==> src/hw/lrc_pkg.sv <==
// Notes on behaviour
// reset sets chip address compare value 00
// matching or single chip: busy low when selected
// other chips float busy during reset; code uses the latched enable, so all drive it until the first release
// reset halts command, data and drive timing
// reset holds drive outputs at third level
// reset: write mode, increment, pointer 0, codes 000
// reset clears byte half counter
// plain reset leaves display memory undefined
// standby holds through reset, clears on release
// straps sampled when reset falls
// straps both zero: chip selected after reset
// after reset display stays blanked until shown
// one byte commands; frame, multiplex, display, stop
// mode commands 60-6f, left entry 71
// right entry 72, cursor erase 7c, draw 7d
// frame code divides clock by two power 14-code
// host never sends frame codes 101-111
// multiplex field sets divisions, pins, sync, bank
// code 000: 8 divisions, rows 0-7, bank 0
// blank command drives non-select levels
// show command drives from memory contents
// pointer load takes 7-bit immediate
// low two mode bits choose pointer step
// command select input marks bytes as commands
// unknown commands change nothing; code still clears standby on any completed byte except stop, unknown ones included
package lrc_pkg;
  localparam logic [1:0] ADDR_RST = 2'h0;
  localparam logic [2:0] FDIV_RST = 3'h0;
  localparam logic [2:0] MUX_RST = 3'h0;
  localparam logic [6:0] PTR_RST = 7'h00;
  localparam logic [1:0] STEP_RST = 2'h0;
  localparam int FRAME_BITS = 14;
  localparam logic [7:0] OP_STOP = 8'h01;
  localparam logic [7:0] OP_BLANK = 8'h08;
  localparam logic [7:0] OP_SHOW = 8'h09;
  localparam logic [7:0] OP_FRAME = 8'h10;
  localparam logic [7:0] OP_FRAME_TOP = 8'h14;
  localparam logic [7:0] OP_MUX = 8'h18;
  localparam logic [7:0] OP_BITS = 8'h20;
  localparam logic [7:0] OP_BITS_TOP = 8'h5f;
  localparam logic [7:0] OP_MODE = 8'h60;
  localparam logic [7:0] OP_LEFT = 8'h71;
  localparam logic [7:0] OP_RIGHT = 8'h72;
  localparam logic [7:0] OP_CUR_ERASE = 8'h7c;
  localparam logic [7:0] OP_CUR_DRAW = 8'h7d;
  localparam logic [5:0] OP_PTR_TOP = 6'h31;

  typedef enum logic [2:0] {
    LRC_READ = 3'b000, LRC_WRITE = 3'b001, LRC_OR = 3'b010,
    LRC_AND = 3'b011, LRC_LEFT = 3'b100, LRC_RIGHT = 3'b101
  } lrc_mode_t;
  typedef enum logic [1:0] {
    LRC_REF3 = 2'b00, LRC_BLANK = 2'b01, LRC_DATA = 2'b10
  } lrc_drive_t;
  typedef enum logic {LRC_HI = 1'b0, LRC_LO = 1'b1} lrc_phase_t;

  typedef struct packed {
    logic rst_seen;
    lrc_phase_t phase;
    logic [3:0] hi_nib;
    logic [1:0] addr_cmp;
    logic selected;
    logic serial;
    logic cae;
    logic standby;
    logic mem_kept;
    logic display_show_cmd;
    lrc_drive_t drv;
    lrc_mode_t mode;
    logic [1:0] step;
    logic [6:0] ptr;
    logic [2:0] fdiv;
    logic [2:0] mux;
    logic [FRAME_BITS-1:0] fcnt;
    logic ftick;
    logic ovalid;
    logic ocmd;
    logic [7:0] obyte;
  } lrc_state_t;

  localparam lrc_state_t ST_RST = '{phase: LRC_HI, drv: LRC_REF3,
    mode: LRC_WRITE, default: '0};
endpackage : lrc_pkg

==> src/hw/lrc_cmd_decode.sv <==
`timescale 1ns/1ps
module lrc_cmd_decode (
  input wire logic clk_sys,
  input wire logic resetn,
  input wire logic dev_reset,
  input wire logic cs_n,
  input wire logic chip_addr_strap_hi,
  input wire logic chip_addr_strap_lo,
  input wire logic serial_strap,
  input wire logic chip_addr_select_enable,
  input wire logic xfer_strobe,
  input wire logic [3:0] xfer_nibble,
  input wire logic cmd_sel,
  output logic busy_n_o,
  output logic busy_n_oe,
  output lrc_pkg::lrc_drive_t drive_mode,
  output logic frame_tick,
  output logic [2:0] frame_divider_field,
  output logic [2:0] multiplex_field,
  output logic time16,
  output logic rows_upper,
  output logic shared_as_row,
  output logic sync_out_en,
  output logic bank_sel,
  output logic bank_both,
  output lrc_pkg::lrc_mode_t proc_mode,
  output logic [1:0] pointer_step_field,
  output logic [6:0] data_ptr,
  output logic standby,
  output logic chip_selected,
  output logic serial_mode,
  output logic chip_addr_enabled,
  output logic mem_retained,
  output logic out_valid,
  output logic out_is_cmd,
  output logic [7:0] out_byte
);
  lrc_pkg::lrc_state_t s_q;
  lrc_pkg::lrc_state_t s_d;
  logic [7:0] b_w;
  logic byte_done;
  logic straps_zero;
  logic bad_op;

  // frame tick mask: period of 2^(14-code) clocks
  function automatic logic [lrc_pkg::FRAME_BITS-1:0] frame_mask(
    input logic [2:0] code);
    frame_mask = {lrc_pkg::FRAME_BITS{1'b1}} >> code;
  endfunction : frame_mask

  // assembled byte and its completion, high nibble first
  assign b_w = {s_q.hi_nib, xfer_nibble};
  assign byte_done = xfer_strobe && !cs_n && s_q.selected && !dev_reset
                     && s_q.phase == lrc_pkg::LRC_LO;
  assign straps_zero = {chip_addr_strap_hi, chip_addr_strap_lo}
                       == s_q.addr_cmp;
  assign bad_op = b_w[7:4] == 4'h7 && b_w != lrc_pkg::OP_LEFT
                  && b_w != lrc_pkg::OP_RIGHT
                  && b_w != lrc_pkg::OP_CUR_ERASE
                  && b_w != lrc_pkg::OP_CUR_DRAW;

  // next state
  always_comb begin
    s_d = s_q;
    s_d.ftick = 1'b0;
    s_d.ovalid = 1'b0;
    s_d.rst_seen = dev_reset;
    if (dev_reset) begin
      s_d.addr_cmp = lrc_pkg::ADDR_RST;
      s_d.phase = lrc_pkg::LRC_HI;
      s_d.mode = lrc_pkg::LRC_WRITE;
      s_d.step = lrc_pkg::STEP_RST;
      s_d.ptr = lrc_pkg::PTR_RST;
      s_d.mux = lrc_pkg::MUX_RST;
      s_d.fdiv = lrc_pkg::FDIV_RST;
      s_d.display_show_cmd = 1'b0;
      s_d.fcnt = '0;
      s_d.mem_kept = s_q.standby;
    end else begin
      if (s_q.rst_seen) begin
        s_d.serial = serial_strap;
        s_d.cae = chip_addr_select_enable;
        s_d.selected = !chip_addr_select_enable || straps_zero;
        s_d.standby = 1'b0;
      end
      // frame divider stops while in standby
      if (!s_q.standby) begin
        s_d.fcnt = s_q.fcnt + 1'b1;
        s_d.ftick = (s_q.fcnt & frame_mask(s_q.fdiv))
                    == frame_mask(s_q.fdiv);
      end
      // nibble pairing into bytes
      if (xfer_strobe && !cs_n && s_q.selected) begin
        case (s_q.phase)
          lrc_pkg::LRC_HI: begin
            s_d.hi_nib = xfer_nibble;
            s_d.phase = lrc_pkg::LRC_LO;
          end
          default: begin
            s_d.phase = lrc_pkg::LRC_HI;
            s_d.standby = 1'b0;
          end
        endcase
      end
      // byte decode
      if (byte_done) begin
        if (!cmd_sel) begin
          s_d.ovalid = 1'b1;
          s_d.ocmd = 1'b0;
          s_d.obyte = b_w;
        end else if (b_w == lrc_pkg::OP_STOP) begin
          s_d.standby = 1'b1;
        end else if (b_w == lrc_pkg::OP_BLANK) begin
          s_d.display_show_cmd = 1'b0;
        end else if (b_w == lrc_pkg::OP_SHOW) begin
          s_d.display_show_cmd = 1'b1;
        end else if (b_w >= lrc_pkg::OP_FRAME
                     && b_w <= lrc_pkg::OP_FRAME_TOP) begin
          s_d.fdiv = b_w[2:0];
        end else if (b_w[7:3] == lrc_pkg::OP_MUX[7:3]) begin
          s_d.mux = b_w[2:0];
        end else if (b_w[7:4] == lrc_pkg::OP_MODE[7:4]) begin
          s_d.mode = lrc_pkg::lrc_mode_t'({1'b0, b_w[3:2]});
          s_d.step = b_w[1:0];
        end else if (b_w == lrc_pkg::OP_LEFT) begin
          s_d.mode = lrc_pkg::LRC_LEFT;
        end else if (b_w == lrc_pkg::OP_RIGHT) begin
          s_d.mode = lrc_pkg::LRC_RIGHT;
        end else if (b_w[7] && b_w[5:0] <= lrc_pkg::OP_PTR_TOP) begin
          s_d.ptr = b_w[6:0];
        end else if ((b_w >= lrc_pkg::OP_BITS
                      && b_w <= lrc_pkg::OP_BITS_TOP)
                     || b_w == lrc_pkg::OP_CUR_ERASE
                     || b_w == lrc_pkg::OP_CUR_DRAW) begin
          s_d.ovalid = 1'b1;
          s_d.ocmd = 1'b1;
          s_d.obyte = b_w;
        end
        // anything else falls through unchanged R25
      end
    end
    // drive level follows reset, then display state
    if (dev_reset) begin
      s_d.drv = lrc_pkg::LRC_REF3;
    end else if (s_d.display_show_cmd) begin
      s_d.drv = lrc_pkg::LRC_DATA;
    end else begin
      s_d.drv = lrc_pkg::LRC_BLANK;
    end
  end

  // state register
  always_ff @(posedge clk_sys or negedge resetn) begin
    if (!resetn) begin
      s_q <= lrc_pkg::ST_RST;
    end else begin
      s_q <= s_d;
    end
  end

  // busy pin: low during reset, high once running
  always_comb begin
    busy_n_o = !dev_reset;
    if (dev_reset) begin
      busy_n_oe = !cs_n && (!s_q.cae || straps_zero);
    end else begin
      busy_n_oe = !cs_n && s_q.selected;
    end
  end

  // outputs from state
  assign drive_mode = s_q.drv;
  assign frame_tick = s_q.ftick;
  assign frame_divider_field = s_q.fdiv;
  assign multiplex_field = s_q.mux;
  assign time16 = s_q.mux[2];
  assign rows_upper = s_q.mux[2] && !s_q.mux[1];
  assign shared_as_row = s_q.mux[2] && s_q.mux[1];
  assign sync_out_en = s_q.mux[1];
  assign bank_sel = s_q.mux[0];
  assign bank_both = s_q.mux[2];
  assign proc_mode = s_q.mode;
  assign pointer_step_field = s_q.step;
  assign data_ptr = s_q.ptr;
  assign standby = s_q.standby;
  assign chip_selected = s_q.selected;
  assign serial_mode = s_q.serial;
  assign chip_addr_enabled = s_q.cae;
  assign mem_retained = s_q.mem_kept;
  assign out_valid = s_q.ovalid;
  assign out_is_cmd = s_q.ocmd;
  assign out_byte = s_q.obyte;
endmodule : lrc_cmd_decode

==> config.mk <==
export PLATFORM = sky130hd
export DESIGN_NAME = lrc_cmd_decode
export DESIGN_NICKNAME = d
export VERILOG_FILES = /design/src/hw/lrc_pkg.sv /design/src/hw/lrc_cmd_decode.sv
export SDC_FILE = /design/constraint.sdc
export NUM_CORES = 1
export LEC_CHECK = 0
export BUFFER_PORTS_ARGS = -buffer_cell sky130_fd_sc_hd__buf_2
export CAP_MARGIN = 10
export CORE_ASPECT_RATIO = 1.5
export CORE_MARGIN = 10
export CORE_UTILIZATION = 53
export CTS_CLUSTER_SIZE = 12
export DETAILED_ROUTE_END_ITERATION = 10
export PLACE_DENSITY = 0.77
export SLEW_MARGIN = 20
export SYNTH_ARGS = -nofsm -noshare
export SYNTH_HDL_FRONTEND = slang
export SYNTH_SLANG_ARGS = --single-unit
==> constraint.sdc <==
create_clock -name clk_sys -period 2.6 [get_ports clk_sys]
set_input_delay 0.13 -clock clk_sys [delete_from_list [all_inputs] [get_ports clk_sys]]
set_output_delay 0.13 -clock clk_sys [all_outputs]
set_load 0.005 [all_outputs]
Yosys cells after proc, flatten, opt, wreduce, memory -nomap -nowiden

Cells that the tools add are included.
Widths: inputs -> output; s select.

Register bits after elaboration: 57
Bits of input ports: 14
Output and inout port bits: 44
Logic and storage cells: 148

$add $sub $neg: 1
Magnitude comparators: 5
Equal/unequal tests: 29
Shift-type cells: 1
Multiplexer cells: 52
Bitwise logic cells: 3
Reductions and logical operators: 37

Operators with widths:

| operator              | count |
|---|---|
| $mux 10               | 12 |
| $mux 18               | 5 |
| $ne 2x2->1 const B    | 18 |
| $eq 8x7->1 const B    | 4 |
| $mux 32               | 1 |
| $mux 7                | 4 |
| $mux 12               | 2 |
| $mux 3                | 6 |
| $eq 8x4->1 const B    | 2 |
| $reduce_and 8->1      | 2 |
| $mux 1                | 15 |
| $mux 15               | 1 |
| $add 14x1->14 const B | 1 |
| $and 14x14->14        | 1 |
| $eq 14x14->1          | 1 |
| $reduce_bool 2->1     | 7 |
| $shr 14x3->14 const A | 1 |
| $reduce_and 12->1     | 1 |
| $logic_and 1x1->1     | 11 |
| $mux 11               | 1 |
| $reduce_and 11->1     | 1 |
| $eq 8x1->1 const B    | 1 |
| $ge 8x5->1 const B    | 1 |
| $ge 8x6->1 const B    | 1 |
| 18 further kinds      | 28 |

Logic depth before layout (Yosys ltp)

Gate-level depths: netlist of run 1.

Depth in word-level cells: 17
Mapped depth: 5
Mapped depth without buffers: 5

Worst setup path before layout of run 1

Ideal clock, no wire load.

Path kind: reg2reg
From: register s_q, in the netlist b_w[6]
To: register s_q, in the netlist out_byte[0]
Library setup time: 125 ps
Arrival time: 1,655 ps
Data required time: 2,475 ps
Setup slack: 820 ps
Stages on the path, launching flop included: 5
Buffers on the path: 0
Clock period less this slack: 1,780 ps
Cells stage by stage: dfrtp_1 -> and2_1 -> a211o_1 -> a211oi_4 -> mux2_2

Word-level cells in the longest chain between the ends: 6
Elaborated cells on any way between the ends: 27
Classes of those cells: 4 x order compare; 18 x eq/ne; 5 x reduce/logical

Ends and longest elaborated chain:

| item                                     | RTL line                                     | RTL |
|---|---|---|
| start: declaration                       | lrc_cmd_decode.sv:38                         | `lrc_pkg::lrc_state_t s_q;` |
| start signal: assignment                 | lrc_cmd_decode.sv:155                        | `s_q <= lrc_pkg::ST_RST;` |
| $ge 8x6->1 or $le 8x7->1 (tied branches) | lrc_cmd_decode.sv:131, lrc_cmd_decode.sv:132 |  |
| $logic_and 1x1->1                        | lrc_cmd_decode.sv:132                        | `&& b_w <= lrc_pkg::OP_BITS_TOP)` |
| $logic_or 1x1->1                         | lrc_cmd_decode.sv:133                        | `\|\| b_w == lrc_pkg::OP_CUR_ERASE` |
| $logic_or 1x1->1                         | lrc_cmd_decode.sv:134                        | `\|\| b_w == lrc_pkg::OP_CUR_DRAW) begin` |
| $ne 2x1->1 (no line)                     | n/a                                          |  |
| $reduce_and 12->1 (no line) (*)          | n/a                                          |  |

Every way passes the cells marked *; elsewhere a longest branch is shown, timed or not.
A chain may end at the register's enable or synchronous reset.

Worst setup path after layout of run 1

From: register s_q, in the netlist b_w[5]
To: register s_q, in the netlist out_byte[1]

The elaborated chain is that of the path after synthesis.

==> impl_metrics.json, run 1 <==
{
  "synth-main-ff-cell": "dfrtp_1",
  "multi_input_area_mm2": 0.00119,
  "synth.distinct_cells": 46,
  "relSlewSlack": 0.479,
  "cts_root_buffer": "clkbuf_8",
  "status": "complete, no violations",
  "hp-class": "in -> reg",
  "post-dp-hpwl_mm": 4.64,
  "die-area_mm2": 0.00883,
  "rsz0062_at_grt": "no",
  "synth_warnings": 0,
  "grt_pass1_vias": 2177,
  "end_kind": "register",
  "area_growth_pct": 8.66,
  "drc": 0,
  "vias": 2032,
  "fin_crit_ns": 1.97,
  "setup-violations-final": 0,
  "synth-seq-area-share": 0.488,
  "cts_buffers": 5,
  "drt-total-wl_mm": 6.12,
  "wl_per_cell_um": 16.8,
  "synth_area_mm2": 0.00287,
  "grt_max_degree": 22,
  "antenna_found_initial": 0,
  "ir_drop_v": 0.000348,
  "track_usage": 0.150,
  "clkTransAtPathRegs_ns": 0.09,
  "avgSynthCellArea_um2": 10.8,
  "globalplace.congestion": 0.808,
  "rows": 32,
  "synth_edf_count": 0,
  "synth.area.top_cells": "dfrtp_1 (48%), buf_4 (7.6%), mux2_2 (7.4%)",
  "yosys.area.top_type_share": 0.479,
  "finalMaxSlewViolations": 0,
  "synthCells": 265,
  "synthArstFlopShare": 1.00,
  "io_pins": 58,
  "clock_sinks": 56,
  "n_fill_cell": 457,
  "seqCellArea_mm2": 0.00140,
  "cts_resized": 0,
  "clock_path_buffers": 2,
  "path_max_fanout": 9,
  "p_leak_nw": 1.47,
  "htreeDepth": 2,
  "final_util": 0.600,
  "dp_cells": 355,
  "worstSetupPathType": "reg -> reg",
  "synth_top_cell_by_area": "dfrtp_1",
  "tightest_slew_ns": 0.771,
  "cap_violations": 0,
  "fp.coreArea_mm2": 0.00520,
  "synthTopCellsByCount": "dfrtp_1 (55), nor2_1 (30), buf_4 (29)",
  "grt_first_pass_wirelength_mm": 10.6,
  "antenna_left": 0,
  "stdcell_count": 364,
  "first_pass_iters": 4,
  "worstPathRequired_ns": 2.80,
  "fin_tns_setup_ns": 0,
  "first_iter_violations": 87,
  "cts_tree": "done",
  "synth_most_common_cell": "dfrtp_1",
  "dieHeight_um": 110,
  "start_util": 0.552,
  "vias_per_cell": 5.58,
  "diodes": 0,
  "clk-insertion-delay-late_ns": 0.31,
  "timing.final.crit_share": 0.756,
  "finalHoldViolations": 0,
  "power.density_mw_per_mm2": 574,
  "worstPathArrival_ns": 2.17,
  "synth_seq_cells": 56,
  "drive_above_1_share": 0.321,
  "worst_hold_slack_ns": 0.00155,
  "max_freq_mhz": 509,
  "portBuffers": 57,
  "skew_ns": 0.00754,
  "startpoint_type": "register",
  "syn_nets": 280,
  "fin_nets": 310,
  "die_w_um": 80.1,
  "grt_overflow": 0
}
cells by family (layout without fill, tap and decap cells):
group / after synthesis / after routing / synth area share
adders and majority gates: 1 / 1 / 0.00435
buffers and inverters: 46 / 77 / 0.0980
muxes: 32 / 32 / 0.120
DFF: 56 / 56 / 0.488
AOI/OAI and AO/OA: 28 / 28 / 0.0718
xor gates and xnor gates: 14 / 14 / 0.0427
and+or+nand+nor: 88 / 88 / 0.175
cells in the final DEF, fill, tap and decap left out, drive strengths merged, types with 8 or more instances in the layout:
master and instances:
buf 62, dfrtp 55, nor2 30, mux2 19
mux2i 13, nand2 8, nor2b 8, xnor2 8
clkbuf 8
flip-flops by register name, summed over array words and instances, names as in the netlist:
register,count
b_w,4
chip_addr_enabled,1
chip_selected,1
data_ptr,7
drive_mode,1
frame_divider_field,3
frame_tick,1
mem_retained,1
multiplex_field,3
out_byte,8
out_is_cmd,1
out_valid,1
pointer_step_field,2
proc_mode,3
s_q,17
serial_mode,1
standby,1
power by group:
group	total (mW)	internal (mW)	switching, mW
sequential	0.996	0.938	0.0581
clock	0.484	0.218	0.266
combinational	0.311	0.144	0.167
worst max-delay path, cell delays in order, from the launching register on:
cell	delay, ns
dfrtp_1	0.45
and2_1	0.21
a211o_1	0.32
a211oi_4	0.48
mux2_2	0.39
area by class of cell:
class | count | share of cell area
timing repair buffer | 63 | 0.107
sequential | 56 | 0.449
tap | 68 | 0.0272
inverter | 6 | 0.00721
clock buffer | 8 | 0.0288
multi-input combinational | 163 | 0.381
final timing paths:
kind | start | endpoint | slack [ns] | cells past startpoint
min | chip_addr_select_enable | chip_selected | 0.002 | 2
max reg2reg | b_w[5] | out_byte[1] | 0.63 | 4
max | b_w[5] | out_byte[1] | 0.63 | 4
min in group asynchronous | resetn | mem_retained | 0.29 | 2
min reg2reg | mem_retained | mem_retained | 0.51 | 1
max in group asynchronous | resetn | proc_mode[0] | 1.65 | 3
per-layer routing:
| metal | global-route usage | share of wire | vias to the layer above |
|---|---|---|---|
| li1 | - | - | 960 |
| met1 | 0.166 | 0.40 | 1019 |
| met2 | 0.264 | 0.54 | 44 |
| met3 | 0.0405 | 0.046 | 9 |
| met4 | 0.0644 | 0.019 | 0 |
| met5 | 0 | 0 | - |
timing repair:
| action | CTS | global route |
|---|---|---|
| buffers inserted | 0 | 0 |
| hold buffers | 1 | 0 |
| hold endpoints to repair | 18 | 0 |
per-stage QoR:
stage               cell area, um2  power (mW)  worst slack, ns
floorplan                     2870        1.22            0.820
global placement              3020        1.31            0.707
detailed placement            3020        1.33            0.644
CTS                           3120        1.81            0.637
global route                  3120        1.89            0.504
finish                        3120        1.79            0.634
(Power assumes the default switching activity.)
==> run 2: changes to the inputs <==
- CORE_UTILIZATION: 53 -> 49
- PLACE_DENSITY: 0.77 -> 0.75
- clock period: 2.6 -> 1.6 ns (I/O delays scaled with it)
==> impl_metrics.json, run 2 (synthesized netlist as in run 1, its figures left out) <==
{
  "worstPathArrival_ns": 1.91,
  "cts_tree": "done",
  "finalMaxSlewViolations": 0,
  "stdcell_count": 393,
  "drc": 0,
  "worstPathRequired_ns": 1.79,
  "n_fill_cell": 501,
  "path_max_fanout": 9,
  "setup-violations-final": 9,
  "area_growth_pct": 18.9,
  "tightest_slew_ns": 0.443,
  "startpoint_type": "register",
  "first_pass_iters": 4,
  "end_kind": "register",
  "layout_commonest_cell": "buf_2",
  "first_iter_violations": 98,
  "grt_pass1_vias": 2166,
  "diodes": 0,
  "cts_buffers": 5,
  "mostFrequentLayoutCells": "buf_2 (57), dfrtp_1 (54), nor2_1 (29), buf_4 (25), mux2_2 (16)",
  "setup_ws_ns": -0.119,
  "fp.coreArea_mm2": 0.00574,
  "fin_nets": 335,
  "min_path_cells": 2,
  "hp-class": "in -> reg",
  "rsz0062_at_grt": "yes",
  "drive_above_1_share": 0.402,
  "drt-total-wl_mm": 6.36,
  "die_w_um": 82.5,
  "wl_per_cell_um": 16.2,
  "seqCellArea_mm2": 0.00140,
  "skew_ns": 0.00634,
  "power_frac_clock": 0.242,
  "antenna_found_initial": 0,
  "clkTransAtPathRegs_ns": 0.09,
  "ff2ff_setup_slack_ns": -0.12,
  "sw_frac_of_total": 0.272,
  "worst_hold_slack_ns": 0.00386,
  "rows": 34,
  "power.density_mw_per_mm2": 888,
  "dp_cells": 379,
  "htreeDepth": 2,
  "clk-insertion-delay-late_ns": 0.30,
  "cts_root_buffer": "clkbuf_8",
  "clock_sinks": 56,
  "die-area_mm2": 0.00939,
  "globalplace.congestion": 0.810,
  "timing.final.crit_share": 1.07,
  "vias": 2103,
  "grt_max_degree": 49,
  "antenna_left": 0,
  "grt_first_pass_wirelength_mm": 10.2,
  "post-dp-hpwl_mm": 4.71,
  "regMostFlops": "s_q",
  "start_util": 0.500,
  "power.switching_mw": 0.824,
  "cap_violations": 0,
  "portBuffers": 57,
  "p_comb_frac": 0.229,
  "grt_overflow": 0,
  "max_freq_mhz": 582,
  "fin_tns_setup_ns": -0.872,
  "relSlewSlack": 0.704,
  "multi_input_area_mm2": 0.00127,
  "p_int_mw": 2.21,
  "violations": "negative setup slack",
  "worstSetupPathType": "reg -> reg",
  "seqPwrFrac": 0.528,
  "p_leak_nw": 1.61,
  "status": "finished with violations",
  "clock_path_buffers": 2,
  "finalHoldViolations": 0,
  "vias_per_cell": 5.35,
  "r2r_cells": 5,
  "largest_reg_flops": 17,
  "dieHeight_um": 114,
  "fin_crit_ns": 1.72,
  "ir_drop_v": 0.000727,
  "io_pins": 58,
  "track_usage": 0.135
}
run 2: worst paths after layout:
kind                               from           end
setup / recovery                 b_w[5]   out_byte[7]
hold / removal             serial_strap   serial_mode
setup reg to reg                 b_w[5]   out_byte[7]
hold reg to reg             serial_mode   serial_mode
max in group asynchronous        resetn  proc_mode[0]
min in group asynchronous        resetn  mem_retained
run 2: layout make-up:
| cell class | instances | share of cell area |
|---|---|---|
| Multi-Input combinational cell | 163 | 0.370 |
| Sequential cell | 56 | 0.411 |
| Tap cell | 72 | 0.0264 |
| Clock buffer | 8 | 0.0234 |
| Timing Repair Buffer | 88 | 0.163 |
| Inverter | 6 | 0.00659 |
run 2: repair_timing:
action,in CTS,in global routing
setup buffers,0,4
resized for setup,3,11
setup endpoints to repair,9,29
endpoints found under the hold margin,56,0
pin swaps,0,4
hold buffers,2,0
run 2: power by group through the flow:
stage | sequential (mW) | combinational, mW | clock [mW]
final | 1.60 | 0.697 | 0.735
after global routing | 1.62 | 0.756 | 0.798
after CTS | 1.60 | 0.639 | 0.754
after detailed placement | 1.63 | 0.621 | 0
after global placement | 1.63 | 0.611 | 0
after floorplan | 1.63 | 0.368 | 0
run 2: worst max-delay path: stages (launching register included):
cell      delay, ns
dfrtp_1        0.41
and2_4         0.15
a211o_1        0.30
a211oi_4       0.25
buf_12         0.16
mux2_2         0.32
run 2: through the flow:
stage          worst slack, ns  instance area [um2]  power [mW]   util
2_1_floorplan           -0.143                 2890        2.00      -
3_3_place_gp           -0.0741                 3220        2.24  0.560
3_5_place_dp            -0.108                 3220        2.25  0.560
4_1_cts                 -0.119                 3330        3.00  0.580
5_1_grt                 -0.160                 3420        3.17  0.595
6_report                -0.119                 3420        3.04  0.595
run 2: per-layer routing:
layer / track usage / wire [um] / part of all wire
met4: 0.0370 / 78 / 0.012
met5: 0 / 0 / 0
met3: 0.0331 / 282 / 0.044
met2: 0.247 / 3490 / 0.55
met1: 0.146 / 2510 / 0.39
